## config.mk

```make
export PLATFORM = sky130hd
export DESIGN_NAME = rfh_host
export DESIGN_NICKNAME = d
export VERILOG_FILES = /design/src/hw/rfh_host.v /design/src/hw/rfh_timer.v
export VERILOG_INCLUDE_DIRS = /design/src /design/src/hw
export SDC_FILE = /design/constraint.sdc
export NUM_CORES = 1
export LEC_CHECK = 0
export BUFFER_PORTS_ARGS = -buffer_cell sky130_fd_sc_hd__clkbuf_2
export CAP_MARGIN = 10
export CORE_MARGIN = 2
export CORE_UTILIZATION = 45
export CTS_CLUSTER_DIAMETER = 100
export DETAILED_ROUTE_END_ITERATION = 10
export PLACE_DENSITY = 0.67
export SYNTH_ARGS = -nofsm -noshare
export SYNTH_HDL_FRONTEND = slang
export SYNTH_SLANG_ARGS = --single-unit
```

## constraint.sdc

```tcl
create_clock -name clk_i -period 4.84 [get_ports clk_i]
set_input_delay 0.726 -clock clk_i [delete_from_list [all_inputs] [get_ports clk_i]]
set_output_delay 0.726 -clock clk_i [all_outputs]
set_load 0.03 [all_outputs]
```

## src/hw/rfh_map.vh

```
// Timing constants and field widths for the register-file host controller
`ifndef RFH_MAP_VH
`define RFH_MAP_VH
`define RFH_CLK_PERIOD_NS   40
`define RFH_WORDS           4
`define RFH_WORD_W          4
`define RFH_ADDR_W          2
// Least write strobe width, ns, and cycles (rounded up)
`define RFH_T_WPULSE_NS     25
`define RFH_WPULSE_CYC      ((`RFH_T_WPULSE_NS + `RFH_CLK_PERIOD_NS - 1) / `RFH_CLK_PERIOD_NS)
// Least select setup before strobe falls, ns
`define RFH_T_ASU_NS        15
`define RFH_ASU_CYC         ((`RFH_T_ASU_NS + `RFH_CLK_PERIOD_NS - 1) / `RFH_CLK_PERIOD_NS)
// Least select hold after strobe rises, ns
`define RFH_T_AH_NS         5
`define RFH_AH_CYC          ((`RFH_T_AH_NS + `RFH_CLK_PERIOD_NS - 1) / `RFH_CLK_PERIOD_NS)
// Least data hold after strobe rises, ns
`define RFH_T_DH_NS         15
`define RFH_DH_CYC          ((`RFH_T_DH_NS + `RFH_CLK_PERIOD_NS - 1) / `RFH_CLK_PERIOD_NS)
// Least latch settling time, ns
`define RFH_T_LATCH_NS      25
`define RFH_LATCH_CYC       ((`RFH_T_LATCH_NS + `RFH_CLK_PERIOD_NS - 1) / `RFH_CLK_PERIOD_NS)
// Read enable to output valid, ns (worst of enable, select and data paths)
`define RFH_T_RACC_NS       60
`define RFH_RACC_CYC        ((`RFH_T_RACC_NS + `RFH_CLK_PERIOD_NS - 1) / `RFH_CLK_PERIOD_NS)
// Read enable release to outputs off, ns
`define RFH_T_ROFF_NS       50
`define RFH_ROFF_CYC        ((`RFH_T_ROFF_NS + `RFH_CLK_PERIOD_NS - 1) / `RFH_CLK_PERIOD_NS)
`define RFH_CNT_W           3
`endif

```

## src/hw/rfh_host.v

```verilog
// Host controller driving the write and read ports of a 4x4 latch register file
// Operation
// RQ1 - Device keeps four words of four bits; host addresses words 0 to 3.
// RQ2 - Write and read ports are independent; host may write and read together.
// RQ3 - Strobe low loads data into selected word; first select bit is MSB.
// RQ4 - Strobe high leaves all words unchanged whatever the selects are.
// RQ5 - Data is stored true; host writes and reads uninverted bits.
// RQ6 - Selected latches are transparent and follow data while gated.
// RQ7 - Read strobe low drives selected word, output n carries bit n.
// RQ8 - Read strobe high puts all four outputs into high impedance.
// RQ9 - Reads never disturb stored contents.
// RQ10 - Any address present late in the pulse or hold gets written.
// RQ11 - Host sets write selects up before the write strobe falls.
// RQ12 - Host holds the write strobe low at least 25 ns.
// RQ13 - Host waits 25 ns latch time before reading a just-written word.
// RQ14 - Wired-AND depth expansion needs one read port enabled at once.
// RQ15 - Devices may sit side by side sharing selects for width.
// RQ16 - Same word read while written shows incoming data after settling.
// RQ17 - Contents are undefined until written after power-up.
`timescale 1ns/1ns
`include "rfh_map.vh"
module rfh_host (
  input  wire                   clk_i,
  input  wire                   rst_n_i,
  input  wire                   ce_i,
  input  wire                   wr_req_i,
  input  wire [`RFH_ADDR_W-1:0] wr_addr_i,
  input  wire [`RFH_WORD_W-1:0] wr_data_i,
  output reg                    wr_busy_o,
  output reg                    wr_done_o,
  input  wire                   rd_req_i,
  input  wire [`RFH_ADDR_W-1:0] rd_addr_i,
  output reg                    rd_busy_o,
  output reg                    rd_done_o,
  output reg  [`RFH_WORD_W-1:0] rd_data_o,
  output reg  [`RFH_ADDR_W-1:0] wsel_o,
  output reg  [`RFH_WORD_W-1:0] wdata_o,
  output reg                    wstrobe_n_o,
  output reg  [`RFH_ADDR_W-1:0] rsel_o,
  output reg                    rstrobe_n_o,
  input  wire [`RFH_WORD_W-1:0] q_i
);
  // Write sequencer states
  localparam [3:0] W_IDLE  = 4'h1;
  localparam [3:0] W_SETUP = 4'h2;
  localparam [3:0] W_PULSE = 4'h4;
  localparam [3:0] W_HOLD  = 4'h8;
  // Read sequencer states
  localparam [3:0] R_IDLE  = 4'h1;
  localparam [3:0] R_ACC   = 4'h2;
  localparam [3:0] R_OFF   = 4'h4;
  localparam [3:0] R_LATCH = 4'h8;

  // Counts are worked out as integers, then cut to the timer width on purpose
  localparam integer          ASU_C   = `RFH_ASU_CYC;
  localparam integer          WPUL_C  = `RFH_WPULSE_CYC;
  localparam integer          HOLD_C  = (`RFH_DH_CYC > `RFH_AH_CYC) ? `RFH_DH_CYC : `RFH_AH_CYC;
  localparam integer          LATCH_C = `RFH_LATCH_CYC;
  localparam integer          RACC_C  = `RFH_RACC_CYC;
  localparam integer          ROFF_C  = `RFH_ROFF_CYC;
  localparam [`RFH_CNT_W-1:0] ASU_V   = ASU_C[`RFH_CNT_W-1:0];
  localparam [`RFH_CNT_W-1:0] WPUL_V  = WPUL_C[`RFH_CNT_W-1:0];
  localparam [`RFH_CNT_W-1:0] HOLD_V  = HOLD_C[`RFH_CNT_W-1:0];
  localparam [`RFH_CNT_W-1:0] LATCH_V = LATCH_C[`RFH_CNT_W-1:0];
  localparam [`RFH_CNT_W-1:0] RACC_V  = RACC_C[`RFH_CNT_W-1:0];
  localparam [`RFH_CNT_W-1:0] ROFF_V  = ROFF_C[`RFH_CNT_W-1:0];

  reg  [3:0]             wst_reg;
  reg  [3:0]             wst_next;
  reg  [3:0]             rst_reg;
  reg  [3:0]             rst_next;
  reg                    wload;
  reg  [`RFH_CNT_W-1:0]  wval;
  reg                    rload;
  reg  [`RFH_CNT_W-1:0]  rval;
  wire                   wdone;
  wire                   rdone;
  // Word last written, whose latches may still be settling
  reg  [`RFH_ADDR_W-1:0] last_addr_reg;
  reg                    settle_reg;
  wire                   lt_done;
  reg                    lt_load;

  rfh_timer u_wtimer (
    .clk_i   (clk_i),
    .rst_n_i (rst_n_i),
    .ce_i    (ce_i),
    .load_i  (wload),
    .value_i (wval),
    .done_o  (wdone)
  );
  rfh_timer u_rtimer (
    .clk_i   (clk_i),
    .rst_n_i (rst_n_i),
    .ce_i    (ce_i),
    .load_i  (rload),
    .value_i (rval),
    .done_o  (rdone)
  );
  rfh_timer u_ltimer (
    .clk_i   (clk_i),
    .rst_n_i (rst_n_i),
    .ce_i    (ce_i),
    .load_i  (lt_load),
    .value_i (LATCH_V),
    .done_o  (lt_done)
  );

  always @* begin
    wst_next = wst_reg;
    wload    = 1'b0;
    wval     = ASU_V;
    lt_load  = 1'b0;
    case (wst_reg)
      W_IDLE: begin
        if (wr_req_i) begin
          wst_next = W_SETUP;
          wload    = 1'b1;
          wval     = ASU_V;
        end
      end
      W_SETUP: begin
        if (wdone) begin
          wst_next = W_PULSE;
          wload    = 1'b1;
          wval     = WPUL_V;
        end
      end
      W_PULSE: begin
        if (wdone) begin
          wst_next = W_HOLD;
          wload    = 1'b1;
          wval     = HOLD_V;
          lt_load  = 1'b1;
        end
      end
      W_HOLD: begin
        if (wdone) begin
          wst_next = W_IDLE;
        end
      end
      default: begin
        wst_next = W_IDLE;
      end
    endcase
  end

  always @* begin
    rst_next = rst_reg;
    rload    = 1'b0;
    rval     = RACC_V;
    case (rst_reg)
      R_IDLE: begin
        if (rd_req_i) begin
          // RQ13 latch time wait
          if (settle_reg && !lt_done && rd_addr_i == last_addr_reg) begin
            rst_next = R_LATCH;
          end else begin
            rst_next = R_ACC;
            rload    = 1'b1;
            rval     = RACC_V;
          end
        end
      end
      R_LATCH: begin
        if (lt_done) begin
          rst_next = R_ACC;
          rload    = 1'b1;
          rval     = RACC_V;
        end
      end
      R_ACC: begin
        if (rdone) begin
          rst_next = R_OFF;
          rload    = 1'b1;
          rval     = ROFF_V;
        end
      end
      R_OFF: begin
        // RQ14 output release
        if (rdone) begin
          rst_next = R_IDLE;
        end
      end
      default: begin
        rst_next = R_IDLE;
      end
    endcase
  end

  always @(posedge clk_i) begin
    if (!rst_n_i) begin
      wst_reg       <= W_IDLE;
      rst_reg       <= R_IDLE;
      wsel_o        <= {`RFH_ADDR_W{1'b0}};
      wdata_o       <= {`RFH_WORD_W{1'b0}};
      wstrobe_n_o   <= 1'b1;
      rsel_o        <= {`RFH_ADDR_W{1'b0}};
      rstrobe_n_o   <= 1'b1;
      wr_busy_o     <= 1'b0;
      wr_done_o     <= 1'b0;
      rd_busy_o     <= 1'b0;
      rd_done_o     <= 1'b0;
      rd_data_o     <= {`RFH_WORD_W{1'b0}};
      last_addr_reg <= {`RFH_ADDR_W{1'b0}};
      settle_reg    <= 1'b0;
    end else if (ce_i) begin
      wst_reg   <= wst_next;
      rst_reg   <= rst_next;
      wr_done_o <= 1'b0;
      rd_done_o <= 1'b0;
      if (wst_reg == W_IDLE && wr_req_i) begin
        // RQ11 select setup
        wsel_o    <= wr_addr_i;
        // RQ5 true data
        wdata_o   <= wr_data_i;
        wr_busy_o <= 1'b1;
      end
      // RQ12 strobe width
      if (wst_reg == W_SETUP && wdone) begin
        wstrobe_n_o <= 1'b0;
      end
      // RQ10 selects held stable
      if (wst_reg == W_PULSE && wdone) begin
        wstrobe_n_o   <= 1'b1;
        last_addr_reg <= wsel_o;
        settle_reg    <= 1'b1;
      end
      if (wst_reg == W_HOLD && wdone) begin
        wr_busy_o <= 1'b0;
        wr_done_o <= 1'b1;
      end
      if (rst_reg == R_IDLE && rd_req_i) begin
        // RQ15 one shared select
        rsel_o    <= rd_addr_i;
        rd_busy_o <= 1'b1;
      end
      // RQ7 read drive
      if (rst_next == R_ACC && rst_reg != R_ACC) begin
        rstrobe_n_o <= 1'b0;
      end
      if (rst_reg == R_ACC && rdone) begin
        rd_data_o   <= q_i;
        // RQ8 outputs released
        rstrobe_n_o <= 1'b1;
      end
      if (rst_reg == R_OFF && rdone) begin
        rd_busy_o <= 1'b0;
        rd_done_o <= 1'b1;
      end
    end
  end
endmodule // rfh_host

```

## src/hw/rfh_timer.v

```verilog
// Down counter that times each phase of a pin sequence
`timescale 1ns/1ns
`include "rfh_map.vh"
module rfh_timer (
  input  wire                  clk_i,
  input  wire                  rst_n_i,
  input  wire                  ce_i,
  input  wire                  load_i,
  input  wire [`RFH_CNT_W-1:0] value_i,
  output wire                  done_o
);
  reg [`RFH_CNT_W-1:0] cnt_reg;
  always @(posedge clk_i) begin
    if (!rst_n_i) begin
      cnt_reg <= {`RFH_CNT_W{1'b0}};
    end else if (ce_i) begin
      if (load_i) begin
        cnt_reg <= value_i;
      end else if (cnt_reg != {`RFH_CNT_W{1'b0}}) begin
        cnt_reg <= cnt_reg - {{(`RFH_CNT_W-1){1'b0}}, 1'b1};
      end
    end
  end
  assign done_o = (cnt_reg == {`RFH_CNT_W{1'b0}});
endmodule // rfh_timer

```

==> impl_metrics.yaml <==
synthesis:
  synth_edf_count: 0
  yosys_warnings: 0
  yosysUniqueCellTypes: 44
  avgSynthCellArea_sq_um: 8.341
  yosysTopAreaCell: "dfxtp_1"
  yosys_register_bits: 38
  netlist_area_sq_mm: 0.001827
  synth_area_leaders: "dfxtp_1, a21oi_1, nand2_1, ha_1, nand3_1"
  seq_area_frac_synth: 0.4164
  ys_async_sr_fraction: 0
  syn_nets: 242
  synth_top_area_frac: 0.4164
  syn_inst: 219
  synthFlopType: "dfxtp_1"
placement:
  place.gp.congestion: 0.7591
  io_buffers: 34
  post-place-ws_ns: 2.557
  post-dp-hpwl_microns: 2669
power_and_ir_drop:
  cellLeakagePower_uw: 0.0009065
  swShare: 0.2908
  p_clk_frac: 0.353
  pwr-share-seq: 0.401
  ir_drop_mv: 0.2043
  p_per_area_mw_per_mm2: 428.4
  comb_power_share: 0.246
  p_switching_uw: 264.4
  design_power_total_uw: 909.1
  intPower_uw: 644.8
timing:
  tns_ns: 0
  max-slew-margin-rel: 0.4959
  fin_crit_sh: 0.3984
  fmax_mhz: 518.6
  setup_slack_ns: 2.912
  rsz0062_at_grt: "false"
  fin_crit_ns: 1.928
  slew_violations: 0
  tightest_slew_ns: 0.7515
  hold_viol_final: 0
  setup_viol_count_final: 0
  skew_ns: 0.005377
critical_path:
  crit_fanout: 29
  crit_required_ns: 5.01
  worst-setup-path-type: "in2reg"
  endpoint_kind: "flop"
  rr_worst_depth: 8
  regToRegSetupSlack_ns: 2.99
  arrival_ns: 2.10
  startpoint_type: "primary input"
die:
  start_util: 0.4633
  ioPinCount: 35
  row_count: 23
  fp.dieW_microns: 67.72
  die_h_microns: 67.72
  die_area_sq_mm: 0.004585
  core_sq_mm: 0.003943
cts:
  clkLatencyLatePin_ns: 0.29
  htreeDepth: 2
  postCtsSetupRepairBufs: 0
  clk_pin_slew_ns: 0.08
  cts_resized: 0
  cts_buffers: 5
  cts_hold_buf: 0
  cts_tree: "built"
  root_buffer: "clkbuf_8"
  clockBufferDepth: 2
  cts_sinks: 38
layout:
  layout-drive-gt1-share: 0.1976
  fill_cells: 394
  n_antenna_cell: 0
  area_growth_pct: 16.16
  nets: 270
detailed_routing:
  drt-pass1-iter-count: 4
  post_drt_wl_per_cell_microns: 12.36
  wirelength_microns: 3683
  dr_total_vias: 1552
  drt_iter0_drc: 80
  drc_errors: 0
  vias_per_cell: 5.208
  ant_nets: 0
global_route:
  first_global_vias: 1339
  grt_pass1_wl_microns: 6147
  grt.total_usage: 0.1795
  grt_start_max_net_pins: 30
  overflow: 0
  antenna_found_initial: 0
outcome:
  outcome: "finished clean"
worst_hold_path:
  hold_path_class: "reg2reg"
  whs_path_depth: 2
flow_run:
  maxCapViolCount: 0
-- final cells by class --
cell class                      count  area (sq um)  share of cell area
Clock buffer                        5         68.82             0.03243
Clock inverter                      3         68.82             0.03243
Inverter                           14         52.55             0.02476
Multi-Input combinational cell    154         938.4              0.4422
Sequential cell                    38         760.7              0.3585
Tap cell                           50         62.56             0.02948
Timing Repair Buffer               34         170.2             0.08019
-- critical path: stages --
cell and delay [ns]:
clkbuf_2 0.41, inv_1 0.29, or3_1 0.46, o21ai_0 0.15, a21oi_1 0.05
-- power groups by stage --
stage               clock (uW)  sequential [uW]  combinational (uW)
global placement             0              370                 223
global route               341              368                 258
CTS                        330              364                 225
floorplan                    0              374                 175
detailed placement           0              371                 224
finish                     321              364                 224
-- per-layer routing --
metal / global-route usage / routed length (microns) / vias up
li1: - / - / 812
met1: 0.2336 / 1677 / 693
met2: 0.2794 / 1716 / 40
met3: 0.04667 / 218 / 7
met4: 0.07653 / 70 / 0
met5: 0 / 0 / -
-- stage by stage --
step	hold WS, ns	area [sq um]	util	instances
after floorplan	0.4364	1827	-	219
after global placement	0.4327	1984	0.5033	290
after detailed placement	0.4404	1984	0.5033	290
after CTS	0.4546	2122	0.5382	298
after global routing	0.4924	2122	0.5382	298
final	0.4563	2122	0.5382	298
-- Yosys cell counts (all sizes together) (2+ instances only) --
| cell | number |
|---|---|
| clkbuf | 8 |
| nor4 | 2 |
| dfxtp | 38 |
| ha | 6 |
| nor2b | 2 |
| nand2 | 29 |
| nor4b | 2 |
| xnor2 | 3 |
| xor2 | 5 |
| a21oi | 25 |
| mux2i | 6 |
| inv | 13 |
| buf | 5 |
| a2bb2oi | 2 |
| o21ai | 13 |
| o32ai | 2 |
| nor2 | 18 |
| a31oi | 3 |
| nor3 | 4 |
| or3 | 2 |
| nand3 | 14 |
-- final timing paths --
| path | startpoint | end |
|---|---|---|
| setup reg to reg | u_ltimer.cnt_reg[0]$_SDFFE_PN0P_ | u_rtimer.cnt_reg[1]$_SDFFE_PN0P_ |
| setup / recovery | ce_i | u_ltimer.cnt_reg[0]$_SDFFE_PN0P_ |
| hold reg to reg | wr_busy_o$_SDFFE_PN0P_ | wr_busy_o$_SDFFE_PN0P_ |
| hold / removal | wr_busy_o$_SDFFE_PN0P_ | wr_busy_o$_SDFFE_PN0P_ |
-- cell families after synthesis --
logic type | Yosys count | synth area share
simple gates | 80 | 0.2192
fa+ha+maj | 6 | 0.04109
mux | 6 | 0.03288
buf+inv | 27 | 0.06986
xor+xnor | 8 | 0.03836
flops | 38 | 0.4164
compound gates | 54 | 0.1822
-- cell usage in the layout (no fill, tap or decap), types with 6 or more instances in the layout --
cell / n
clkbuf_2: 34
dfxtp_1: 38
mux2i_1: 6
a21oi_1: 25
o21ai_0: 13
inv_1: 13
nand3_1: 14
nor2_1: 17
nand2_1: 29
ha_1: 6
Power figures use the tool's default switching activity.
